[src/rtl/tcc_pkg.sv]
// Operation
// - clock select zero stops the counter
// - sixteen-bit counter steps one up or down
// - clear forces every counter bit to zero
// - bottom at zero, top at sequence top
// - counter seen as two byte locations
// - high-byte locations reach only the latch
// - low read latches high, low write loads
// - counter accessible with or without tick
// - cpu write beats clear and count
// - waveform mode sets sequence and top
// - overflow flag per mode, interrupt source
// - capture from pin or comparator output
// - capture only on the selected edge
// - capture copies counter, sets flag together
// - enabled flag requests irq, ack clears
// - writing one clears flag, zero keeps
// - capture read low first, high from latch
// - capture writable only when it is top
// - top is fixed value, compare a, capture
// - compare reads bypass the latch
package tcc_pkg;
    // i/o locations of the byte-wide register port
    localparam logic [3:0] ADDR_CNT_LO = 4'h0;
    localparam logic [3:0] ADDR_CNT_HI = 4'h1;
    localparam logic [3:0] ADDR_CAP_LO = 4'h2;
    localparam logic [3:0] ADDR_CAP_HI = 4'h3;
    localparam logic [3:0] ADDR_CMPA_LO = 4'h4;
    localparam logic [3:0] ADDR_CMPA_HI = 4'h5;
    localparam logic [3:0] ADDR_CMPB_LO = 4'h6;
    localparam logic [3:0] ADDR_CMPB_HI = 4'h7;
    localparam logic [3:0] ADDR_CTRL_A = 4'h8;
    localparam logic [3:0] ADDR_CTRL_B = 4'h9;
    localparam logic [3:0] ADDR_FLAGS = 4'hA;
    localparam logic [3:0] ADDR_IRQ_EN = 4'hB;
    // field positions
    localparam int CTRLA_WGM_LSB = 0;
    localparam int CTRLB_CS_LSB = 0;
    localparam int CTRLB_WGM_LSB = 3;
    localparam int CTRLB_EDGE_BIT = 6;
    localparam int CTRLB_NC_BIT = 7;
    localparam int FLAG_CAP_BIT = 0;
    localparam int FLAG_OVF_BIT = 1;
    // reset values and fixed counts
    localparam logic [7:0] REG_RST = 8'h00;
    localparam logic [15:0] WORD_RST = 16'h0000;
    localparam logic [2:0] CS_STOP = 3'h0;
    localparam logic [2:0] CS_SYSCLK = 3'h1;
    localparam logic [15:0] TOP_MAX = 16'hFFFF;
    localparam logic [15:0] TOP_8BIT = 16'h00FF;
    localparam logic [15:0] TOP_9BIT = 16'h01FF;
    localparam logic [15:0] TOP_10BIT = 16'h03FF;
    localparam int NC_SAMPLES = 4;
    // counting direction, one-hot
    typedef enum logic [1:0] {
        DIR_UP = 2'b01,
        DIR_DOWN = 2'b10
    } tcc_dir_t;
    // where the top value comes from, one-hot
    typedef enum logic [5:0] {
        SRC_MAX = 6'b000001,
        SRC_8 = 6'b000010,
        SRC_9 = 6'b000100,
        SRC_10 = 6'b001000,
        SRC_CMPA = 6'b010000,
        SRC_CAP = 6'b100000
    } tcc_top_t;
    // decoded waveform mode
    typedef struct packed {
        tcc_top_t src;
        logic dual;
        logic ovf_top;
    } tcc_mode_t;
    // waveform mode table
    function automatic tcc_mode_t tcc_decode(input logic [3:0] wgm);
        tcc_mode_t m;
        m = '{SRC_MAX, 1'b0, 1'b0};
        case (wgm)
            4'h1: m = '{SRC_8, 1'b1, 1'b0};
            4'h2: m = '{SRC_9, 1'b1, 1'b0};
            4'h3: m = '{SRC_10, 1'b1, 1'b0};
            4'h4: m = '{SRC_CMPA, 1'b0, 1'b0};
            4'h5: m = '{SRC_8, 1'b0, 1'b1};
            4'h6: m = '{SRC_9, 1'b0, 1'b1};
            4'h7: m = '{SRC_10, 1'b0, 1'b1};
            4'h8: m = '{SRC_CAP, 1'b1, 1'b0};
            4'h9: m = '{SRC_CMPA, 1'b1, 1'b0};
            4'hA: m = '{SRC_CAP, 1'b1, 1'b0};
            4'hB: m = '{SRC_CMPA, 1'b1, 1'b0};
            4'hC: m = '{SRC_CAP, 1'b0, 1'b0};
            4'hE: m = '{SRC_CAP, 1'b0, 1'b1};
            4'hF: m = '{SRC_CMPA, 1'b0, 1'b1};
            default: m = '{SRC_MAX, 1'b0, 1'b0};
        endcase
        return m;
    endfunction : tcc_decode
endpackage : tcc_pkg

[src/rtl/tcc_timer16.sv]
`timescale 1ns/10ps
`default_nettype none
module tcc_timer16 #(
    parameter bit HAS_COMPARATOR = 1'b1, // only the first timer has it
    parameter int NC_LEN = tcc_pkg::NC_SAMPLES
) (
    input wire logic clk_i,
    input wire logic reset_i,
    input wire logic [3:0] io_addr_i,
    input wire logic io_wr_i,
    input wire logic io_rd_i,
    input wire logic [7:0] io_wdata_i,
    output logic [7:0] io_rdata_o,
    input wire logic timer_tick_i,
    input wire logic capture_pin_i,
    input wire logic comparator_output_i,
    input wire logic comparator_sel_i,
    input wire logic capture_ack_i,
    input wire logic overflow_ack_i,
    output logic capture_irq_o,
    output logic overflow_irq_o,
    output logic top_o,
    output logic bottom_o
);
    import tcc_pkg::*;

    // refuse a filter too short to vote
    if (NC_LEN < 2) begin : g_chk
        $error("tcc_timer16: NC_LEN must be at least 2");
    end

    // whole state of the block
    typedef struct packed {
        logic [15:0] count;       // counter value
        logic [15:0] cap;         // capture value
        logic [15:0] cmpa;        // compare a
        logic [15:0] cmpb;        // compare b
        logic [7:0] temp;         // shared high-byte latch
        logic [7:0] ctrl_a;
        logic [7:0] ctrl_b;
        logic [7:0] irq_en;
        logic cap_flag;
        logic ovf_flag;
        tcc_dir_t dir;
        logic [1:0] sync_pin;     // pin synchroniser
        logic [1:0] sync_cmp;     // comparator synchroniser
        logic [NC_LEN-2:0] hist;  // filter history
        logic filt;               // filtered trigger level
        logic filt_prev;          // for edge detection
        logic [7:0] rdata;        // read data register
    } tcc_state_t;

    tcc_state_t s;
    tcc_state_t next_s;

    // decoded helpers, shared by next-state logic and checks
    logic [3:0] wgm;
    tcc_mode_t mode;
    logic [15:0] top;
    logic icr_top;
    logic tick;
    logic cnt_wr;
    logic capture;
    logic trig_src;
    logic [NC_LEN-1:0] window;

    // mode, top value and count enable
    always_comb begin
        wgm = {s.ctrl_b[CTRLB_WGM_LSB +: 2], s.ctrl_a[CTRLA_WGM_LSB +: 2]};
        mode = tcc_decode(wgm);
        case (mode.src)
            SRC_8: top = TOP_8BIT;
            SRC_9: top = TOP_9BIT;
            SRC_10: top = TOP_10BIT;
            SRC_CMPA: top = s.cmpa;
            SRC_CAP: top = s.cap;
            default: top = TOP_MAX;
        endcase
        icr_top = (mode.src == SRC_CAP);
        // cs zero stops; the direct setting counts every clock
        if (s.ctrl_b[CTRLB_CS_LSB +: 3] == CS_STOP) begin
            tick = 1'b0;
        end else if (s.ctrl_b[CTRLB_CS_LSB +: 3] == CS_SYSCLK) begin
            tick = 1'b1;
        end else begin
            tick = timer_tick_i;
        end
        cnt_wr = io_wr_i && (io_addr_i == ADDR_CNT_LO);
    end

    // capture trigger path: select, filter, edge detect
    always_comb begin
        // only the second synchroniser stage is looked at
        if (HAS_COMPARATOR && comparator_sel_i) begin
            trig_src = s.sync_cmp[1];
        end else begin
            trig_src = s.sync_pin[1];
        end
        window = {s.hist, trig_src};
        // capture unit is idle while capture holds the top
        if (s.ctrl_b[CTRLB_EDGE_BIT]) begin
            capture = s.filt && !s.filt_prev && !icr_top;
        end else begin
            capture = !s.filt && s.filt_prev && !icr_top;
        end
    end

    // next state
    always_comb begin
        next_s = s;
        next_s.rdata = s.rdata;
        next_s.sync_pin = {s.sync_pin[0], capture_pin_i};
        next_s.sync_cmp = {s.sync_cmp[0], comparator_output_i};
        next_s.hist = window[NC_LEN-2:0];
        next_s.filt_prev = s.filt;
        // with the NC bit set, filter moves only when all samples agree; with it clear, filter follows the input
        if (!s.ctrl_b[CTRLB_NC_BIT]) begin
            next_s.filt = trig_src;
        end else if (&window) begin
            next_s.filt = 1'b1;
        end else if (~|window) begin
            next_s.filt = 1'b0;
        end

        // overflow flag clear by write-one or ack; the count below may set
        // it again in the same cycle, so a fresh set always wins
        if ((io_wr_i && io_addr_i == ADDR_FLAGS
             && io_wdata_i[FLAG_OVF_BIT]) || overflow_ack_i) begin
            next_s.ovf_flag = 1'b0;
        end

        // counting sequence
        if (tick) begin
            if (mode.dual) begin
                // dual slope turns at top, overflows at bottom
                if (s.dir == DIR_UP) begin
                    if (s.count >= top) begin
                        next_s.dir = DIR_DOWN;
                        next_s.count = s.count - 16'h0001;
                    end else begin
                        next_s.count = s.count + 16'h0001;
                    end
                end else if (s.count == WORD_RST) begin
                    next_s.dir = DIR_UP;
                    next_s.count = s.count + 16'h0001;
                end else begin
                    next_s.count = s.count - 16'h0001;
                    if (s.count == 16'h0001) begin
                        next_s.ovf_flag = 1'b1;
                    end
                end
            end else begin
                next_s.dir = DIR_UP;
                // single slope clears at top
                if (s.count >= top) begin
                    next_s.count = WORD_RST;
                    if (mode.ovf_top || s.count == TOP_MAX) begin
                        next_s.ovf_flag = 1'b1;
                    end
                end else begin
                    next_s.count = s.count + 16'h0001;
                end
            end
        end

        // capture time stamp and flag in one cycle
        if (capture) begin
            next_s.cap = s.count;
        end

        // capture flag: set beats write-one clear and ack
        next_s.cap_flag = capture || (s.cap_flag && !capture_ack_i
            && !(io_wr_i && io_addr_i == ADDR_FLAGS
                 && io_wdata_i[FLAG_CAP_BIT]));

        // register reads; data appears the cycle after
        if (io_rd_i) begin
            case (io_addr_i)
                ADDR_CNT_LO: begin
                    next_s.rdata = s.count[7:0];
                    next_s.temp = s.count[15:8];
                end
                ADDR_CAP_LO: begin
                    next_s.rdata = s.cap[7:0];
                    next_s.temp = s.cap[15:8];
                end
                ADDR_CNT_HI, ADDR_CAP_HI: next_s.rdata = s.temp;
                ADDR_CMPA_LO: next_s.rdata = s.cmpa[7:0];
                ADDR_CMPA_HI: next_s.rdata = s.cmpa[15:8];
                ADDR_CMPB_LO: next_s.rdata = s.cmpb[7:0];
                ADDR_CMPB_HI: next_s.rdata = s.cmpb[15:8];
                ADDR_CTRL_A: next_s.rdata = s.ctrl_a;
                ADDR_CTRL_B: next_s.rdata = s.ctrl_b;
                ADDR_FLAGS: begin
                    next_s.rdata = REG_RST;
                    next_s.rdata[FLAG_CAP_BIT] = s.cap_flag;
                    next_s.rdata[FLAG_OVF_BIT] = s.ovf_flag;
                end
                ADDR_IRQ_EN: next_s.rdata = s.irq_en;
                default: next_s.rdata = REG_RST;
            endcase
        end

        // register writes; high locations only touch the latch
        if (io_wr_i) begin
            case (io_addr_i)
                ADDR_CNT_HI, ADDR_CAP_HI, ADDR_CMPA_HI,
                ADDR_CMPB_HI: next_s.temp = io_wdata_i;
                ADDR_CNT_LO: begin
                    // cpu write overrides clear and count
                    next_s.count = {s.temp, io_wdata_i};
                    next_s.dir = s.dir;
                end
                ADDR_CAP_LO: begin
                    if (icr_top) begin
                        next_s.cap = {s.temp, io_wdata_i};
                    end
                end
                ADDR_CMPA_LO: next_s.cmpa = {s.temp, io_wdata_i};
                ADDR_CMPB_LO: next_s.cmpb = {s.temp, io_wdata_i};
                ADDR_CTRL_A: next_s.ctrl_a = io_wdata_i;
                ADDR_CTRL_B: next_s.ctrl_b = io_wdata_i;
                ADDR_IRQ_EN: next_s.irq_en = io_wdata_i;
                default: next_s.ctrl_a = s.ctrl_a;
            endcase
        end
    end

    // state register
    always_ff @(posedge clk_i) begin
        if (reset_i) begin
            next_s_reset();
        end else begin
            s <= next_s;
        end
    end

    // reset values, counter side and capture side
    task automatic next_s_reset();
        s.count <= WORD_RST;
        s.cap <= WORD_RST;
        s.cmpa <= WORD_RST;
        s.cmpb <= WORD_RST;
        s.temp <= REG_RST;
        s.ctrl_a <= REG_RST;
        s.ctrl_b <= REG_RST;
        s.irq_en <= REG_RST;
        s.cap_flag <= 1'b0;
        s.ovf_flag <= 1'b0;
        s.dir <= DIR_UP;
        s.sync_pin <= 2'b00;
        s.sync_cmp <= 2'b00;
        s.hist <= '0;
        s.filt <= 1'b0;
        s.filt_prev <= 1'b0;
        s.rdata <= REG_RST;
    endtask : next_s_reset

    // outputs
    assign io_rdata_o = s.rdata;
    assign capture_irq_o = s.cap_flag && s.irq_en[FLAG_CAP_BIT];
    assign overflow_irq_o = s.ovf_flag && s.irq_en[FLAG_OVF_BIT];
    assign top_o = (s.count == top);
    assign bottom_o = (s.count == WORD_RST);
endmodule : tcc_timer16
`default_nettype wire

[config.mk]
export PLATFORM = sky130hd
export DESIGN_NAME = tcc_timer16
export DESIGN_NICKNAME = d
export VERILOG_FILES = /design/src/rtl/tcc_pkg.sv /design/src/rtl/tcc_timer16.sv
export SDC_FILE = /design/constraint.sdc
export NUM_CORES = 1
export LEC_CHECK = 0
export BUFFER_PORTS_ARGS = -buffer_cell sky130_fd_sc_hd__buf_2
export CAP_MARGIN = 20
export CELL_PAD_IN_SITES_DETAIL_PLACEMENT = 2
export CELL_PAD_IN_SITES_GLOBAL_PLACEMENT = 2
export CORE_MARGIN = 1
export CORE_UTILIZATION = 40
export CTS_CLUSTER_SIZE = 12
export DETAILED_ROUTE_END_ITERATION = 12
export PLACE_DENSITY_LB_ADDON = 0.1
export SLEW_MARGIN = 15
export SYNTH_ARGS = -nofsm -noshare
export SYNTH_HDL_FRONTEND = slang
export SYNTH_SLANG_ARGS = --single-unit
export TNS_END_PERCENT = 50
[constraint.sdc]
create_clock -name clk_i -period 10.1 [get_ports clk_i]
set_input_delay 0.505 -clock clk_i [delete_from_list [all_inputs] [get_ports clk_i]]
set_output_delay 0.505 -clock clk_i [all_outputs]
set_load 0.005 [all_outputs]
Word level (Yosys, flattened, before mapping)
Memories as Yosys holds them, arrays and structs flattened.
Index checks and enable logic that the tools add are counted.
{"block": "word_totals", "ff_bits": 117, "latch_bits": 0, "mem_bits_rw": 0, "romBits": 128, "in_bits": 22, "out_inout_bits": 12, "memories": 1}
{"block": "op_classes", "add_sub_neg": 2, "n_mul": 0, "n_div": 0, "order_cmp": 1, "eq_ne": 23, "shift": 0, "mux": 41, "bitwise": 0, "reduce_logical": 31}
{"name": "(name not given)", "words": 16, "word_bits": 8, "rd": 1, "rd_ports_with_merged_regs": 0, "wr": 0, "line": "tcc_pkg.sv:78", "source": "case (wgm)"}
{"cell": "16-bit two-way mux", "count": 12}
{"cell": "96-bit two-way mux", "count": 1}
{"cell": "8-bit one-hot mux with 11 select lines", "count": 1}
{"cell": "16-bit one-hot mux with 5 select lines", "count": 1}
{"cell": "8-bit two-way mux", "count": 5}
{"cell": "16-bit by 1-bit adder with 16-bit output, second input constant", "count": 1}
{"cell": "16-bit by 1-bit == test with 1-bit output, second input constant", "count": 1}
{"cell": "16-bit == test", "count": 1}
{"cell": "16-bit == test, second input constant", "count": 1}
{"cell": "4-bit by 3-bit == test with 1-bit output, second input constant", "count": 4}
{"cell": "4-bit == test, second input constant", "count": 4}
{"cell": "16-bit >= comparator", "count": 1}
{"cell": "16-bit zero test", "count": 1}
{"cell": "8-bit one-hot mux with 2 select lines", "count": 1}
{"cell": "16-bit by 1-bit subtractor with 16-bit output, second input constant", "count": 1}
{"cell": "1-bit two-way mux", "count": 13}
{"cell": "1-bit logical AND", "count": 11}
{"cell": "2-bit two-way mux", "count": 5}
{"cell": "2-bit AND reduction", "count": 5}
{"cell": "4-bit by 2-bit == test with 1-bit output, second input constant", "count": 2}
{"cell": "4-bit OR reduction", "count": 2}
{"cell": "6-bit by 2-bit == test with 1-bit output, second input constant", "count": 1}
{"cell": "6-bit by 3-bit == test with 1-bit output, second input constant", "count": 1}
{"cell": "6-bit by 4-bit == test with 1-bit output, second input constant", "count": 1}
{"cell": "14 further kinds", "count": 21}

Depth between registers and ports, before layout
{"block": "depth", "depth_word": 12, "mapped_depth": 16, "ltp_nobuf": 15}

Least setup slack after synthesis
OpenSTA, ideal clock, no wires.
{"block": "synth_timing", "path_kind": "reg2reg", "start": "register s[32] (netlist name)", "end": "register s[116] (netlist name)", "setup_ps": 116, "arrival_time_ps": 3178, "slack_ps": 6807, "path_stages_with_launch": 16, "n_path_buf": 2, "path_cell_list": "dfxtp_1 -> inv_1 -> nor2_1 -> clkbuf_1 -> nor2_1 -> a21oi_1 -> o22ai_1 -> ha_1 -> nand4_1 -> nor3_2 -> a2111oi_4 -> a31oi_2 -> or2_0 -> buf_2 -> a311oi_1 -> and3b_1"}
{"block": "synth_between", "elab_chain_cells": 10, "word_cells_on_any_way": 15, "classes_between": "1 x order compare; 5 x eq/ne; 8 x mux; 1 x memory"}
{"item": "start, declared", "line": "tcc_timer16.sv:53", "source": "tcc_state_t s;"}
{"item": "start signal, assigned", "line": "tcc_timer16.sv:234", "source": "s <= next_s;"}
{"item": "memory read 16 x 8 bit (*)"}
{"item": "6-bit == test, or another cell as far along", "line": "tcc_timer16.sv:71", "source": "case (mode.src)"}
{"item": "16-bit one-hot mux with 5 select lines", "line": "tcc_timer16.sv:71"}
{"item": "16-bit >= comparator", "line": "tcc_timer16.sv:137, tcc_timer16.sv:155"}
{"item": "16-bit two-way mux", "line": "tcc_timer16.sv:137", "source": "if (s.count >= top) begin"}
{"item": "16-bit two-way mux", "line": "tcc_timer16.sv:136", "source": "if (s.dir == DIR_UP) begin"}
{"item": "16-bit two-way mux (*)", "line": "tcc_timer16.sv:134", "source": "if (mode.dual) begin"}
{"item": "16-bit two-way mux (*)", "line": "tcc_timer16.sv:133", "source": "if (tick) begin"}
{"item": "16-bit two-way mux", "line": "tcc_timer16.sv:206", "source": "case (io_addr_i)"}
{"item": "96-bit two-way mux (*)", "line": "tcc_timer16.sv:205", "source": "if (io_wr_i) begin"}
Every way passes the cells marked *; elsewhere a longest branch is shown, timed or not.
A chain may end at the register's enable or synchronous reset.

Final worst setup path
Ends and elaborated chain as after synthesis.

==> key figures <==
Routing
  • Post-Route WL: 32600 µm
  • Routed vias: 7732
  • Vias per cell: 6.65
  • DR iter-0 viols: 656
  • DRC: 0
  • Final ANT Viol Nets: 0
  • WL per Instance: 28.0 µm
  • First-pass DRT Iterations: 5

Power
  • Max VDD drop: 0.109 mV
  • Sw power: 0.358 mW
  • Share of power burned in registers: 38.5%
  • Switching share of power: 28.3%
  • Power Internal: 0.906 mW
  • Cell area power density: 158 mW/mm²
  • Cell leakage power: 2.97 nW
  • Total power: 1.26 mW
  • Combinational group share of total power: 9.7%
  • Clk pwr share: 51.8%

Critical path
  • R2R Path Start: s[32]
  • Slowest stage cell on the critical path: nor2_2
  • CP cell instances: inv_1, nor2_2, nand2_1, o22ai_1, ha_1, nand4_1, nor3_2, a2111oi_4, a31oi_2, nor2_2, a32oi_1, a311oi_1, and3b_1
  • Max incr delay on CP: 0.67 ns
  • Reg-to-Reg End: s[116]
  • R2r worst-path depth: 13
  • Number of buffer and inverter stages on the critical path: 1
  • CP startpoint kind: register
  • Critical path arrival: 5.09 ns
  • Critical Path End Type: register
  • CP delay by family, top: simple AND/OR/NAND/NOR gates
  • Reg2Reg Setup Slack: 5.33 ns
  • Max Fanout on Critical Path: 17
  • CP required: 10.42 ns
  • Cell mode on critical path: nor2_2
  • Crit path kind: register to register

STA
  • Max-slew violation count: 0
  • Final min period: 4.77 ns
  • Setup WS post-layout: 5.33 ns
  • Slew HR: 23.6%
  • F_max: 0.209 GHz
  • Tightest Pin Transition: 1.14 ns
  • RSZ-0062 raised after global routing: no
  • Clock skew: 0.0125 ns
  • Period utilization: 47.3%
  • Setup TNS: 0 ns
  • Final setup violation count: 0
  • Final hold viol count: 0

Logic synthesis
  • Yosys top cell by area: dfxtp_1
  • Asr flop ratio synth: 0%
  • Sequential cell area fraction in the yosys report: 32.2%
  • Area share of the largest cell type after synthesis: 32.2%
  • EDFF count, synth: 0
  • Cell area after synthesis: 0.00727 mm²
  • Area contributors post-synth: dfxtp_1 (32%), nor2_1 (6.4%), a21oi_1 (6.3%)
  • Cell with the most instances after synthesis: nor2_1
  • Synth unique cells: 70
  • YS warnings: 0
  • Ys flop type: dfxtp_1
  • Syn Area/Cell: 7.59 µm²
  • Commonest cells post-synth: nor2_1 (123), nand2_1 (121), dfxtp_1 (117)
  • Syn Inst Count: 957
  • Post-Syn Nets: 999
  • Synthesis-stage register bit count: 117

Global route
  • GR Overflow Total: 0
  • GR Util All Layers: 35.7%
  • Initial antenna violation count: 0
  • Largest net degree at the start of global routing: 59
  • First-pass GRT wire length: 49300 µm
  • Vias in the first global route: 8273

Clock network
  • Clock sink total: 117
  • Setup bufs post-CTS: 0
  • CTS clk-pin slew, worst paths: 0.06 ns
  • TritonCTS clock tree: done
  • CTS root buf: clkbuf_16
  • Worst-skew pair later-pin latency: 0.43 ns
  • PostCTS Resize Cnt: 0
  • # hold bufs at CTS: 0
  • Clock Path Buffers: 2
  • H-tree depth: 4
  • Number of buffers created by CTS: 17

Floorplan
  • I/O pins: 34
  • Die area: 0.0187 mm²
  • Core area: 0.0175 mm²
  • Die height: 137 µm
  • Die W: 137 µm
  • Row count: 48
  • Starting Density: 41.4%

Status
  • Status: complete, no violations

Place
  • HPWL after DPL: 21500 µm
  • IO Port Bufs: 33
  • Placed Cells: 1131
  • Pre-CTS WS: 5.18 ns
  • Gpl congestion: 0.908

Finish
  • Final Util: 45.6%
  • Nets: 967
  • Layout cell share with drive strength beyond 1: 11.2%
  • Area grow syn2layout: 10.0%
  • Diodes inserted: 0
  • Non-filler cells, final: 1163

Hold path
  • Hold Crit Start: comparator_output_i
  • WHS Path Cells: 2
  • Hold Path Sink: next_s[14]
  • Worst hold path class: input pin to register

Flow run
  • Max Cap Viol: 0
-- per-layer routing --
layer	track usage (%)	part of all wire [%]	up-vias
li1	-	-	3379
met1	43.6	42	3968
met4	16.7	4.1	0
met5	0	0	-
met2	60.1	48	294
met3	6.96	6.2	91
-- placed cells by master (no fill, tap or decap), drive strengths merged, types with 7 or more instances in the layout --
cell / instances
dfxtp: 117
buf: 42
nor3: 24
a31oi: 14
nor2b: 19
a22o: 9
a211oi: 43
a22oi: 15
o22ai: 21
ha: 20
o21ai: 29
nand2: 121
and2: 8
mux2i: 40
o22a: 7
nor4: 7
nand4: 7
inv: 22
nand3: 32
and3: 12
a32oi: 9
clkbuf: 18
nor2: 124
a21oi: 91
-- power groups by stage --
stage                     logic [mW]  registers, mW  clock network, mW
after CTS                      0.120          0.486              0.659
final                          0.122          0.486              0.655
after global placement         0.112          0.495                  0
after global routing           0.130          0.487              0.676
after floorplan               0.0844          0.486                  0
after detailed placement       0.118          0.496                  0
-- worst max path at each step --
stage | depth (start not counted) | startpoint | slack (ns) | end
2_1_floorplan | 15 | s[32] | 6.81 | s[116]
3_3_place_gp | 13 | s[32] | 5.64 | s[116]
3_5_place_dp | 13 | s[32] | 5.18 | s[116]
4_1_cts | 13 | s[32] | 4.97 | s[116]
5_1_grt | 13 | s[32] | 5.04 | s[116]
6_report | 13 | s[32] | 5.33 | s[116]
-- cells by family after synthesis --
group | synth area share, %
simple gates | 23.7
compound gates | 25.8
flops | 32.2
buf+inv | 6.73
mux | 6.91
fa+ha+maj | 3.44
xor+xnor | 1.21
-- metrics by stage --
| stage | hold WS, ns | instance area (µm²) |
|---|---|---|
| 2_1_floorplan | 0.414 | 7270 |
| 5_1_grt | 0.297 | 8000 |
| 3_5_place_dp | 0.458 | 7380 |
| 4_1_cts | 0.283 | 7990 |
| 6_report | 0.293 | 8000 |
| 3_3_place_gp | 0.426 | 7380 |
-- cell type report --
type / count / area, µm²
flip-flops and latches: 117 / 2340
clock inverters: 14 / 175
inverters: 20 / 75.1
well taps: 225 / 282
clock buffers: 18 / 439
multi-input cells: 727 / 4450
fillers: 2033 / 9540
repair buffers: 42 / 235
-- flip-flops by register name (all words and copies together), names as in the netlist --
| signal | count |
|---|---|
| s | 104 |
| io_rdata_o | 8 |
| next_s | 5 |
Note: power is estimated with default switching activity, not from simulation.
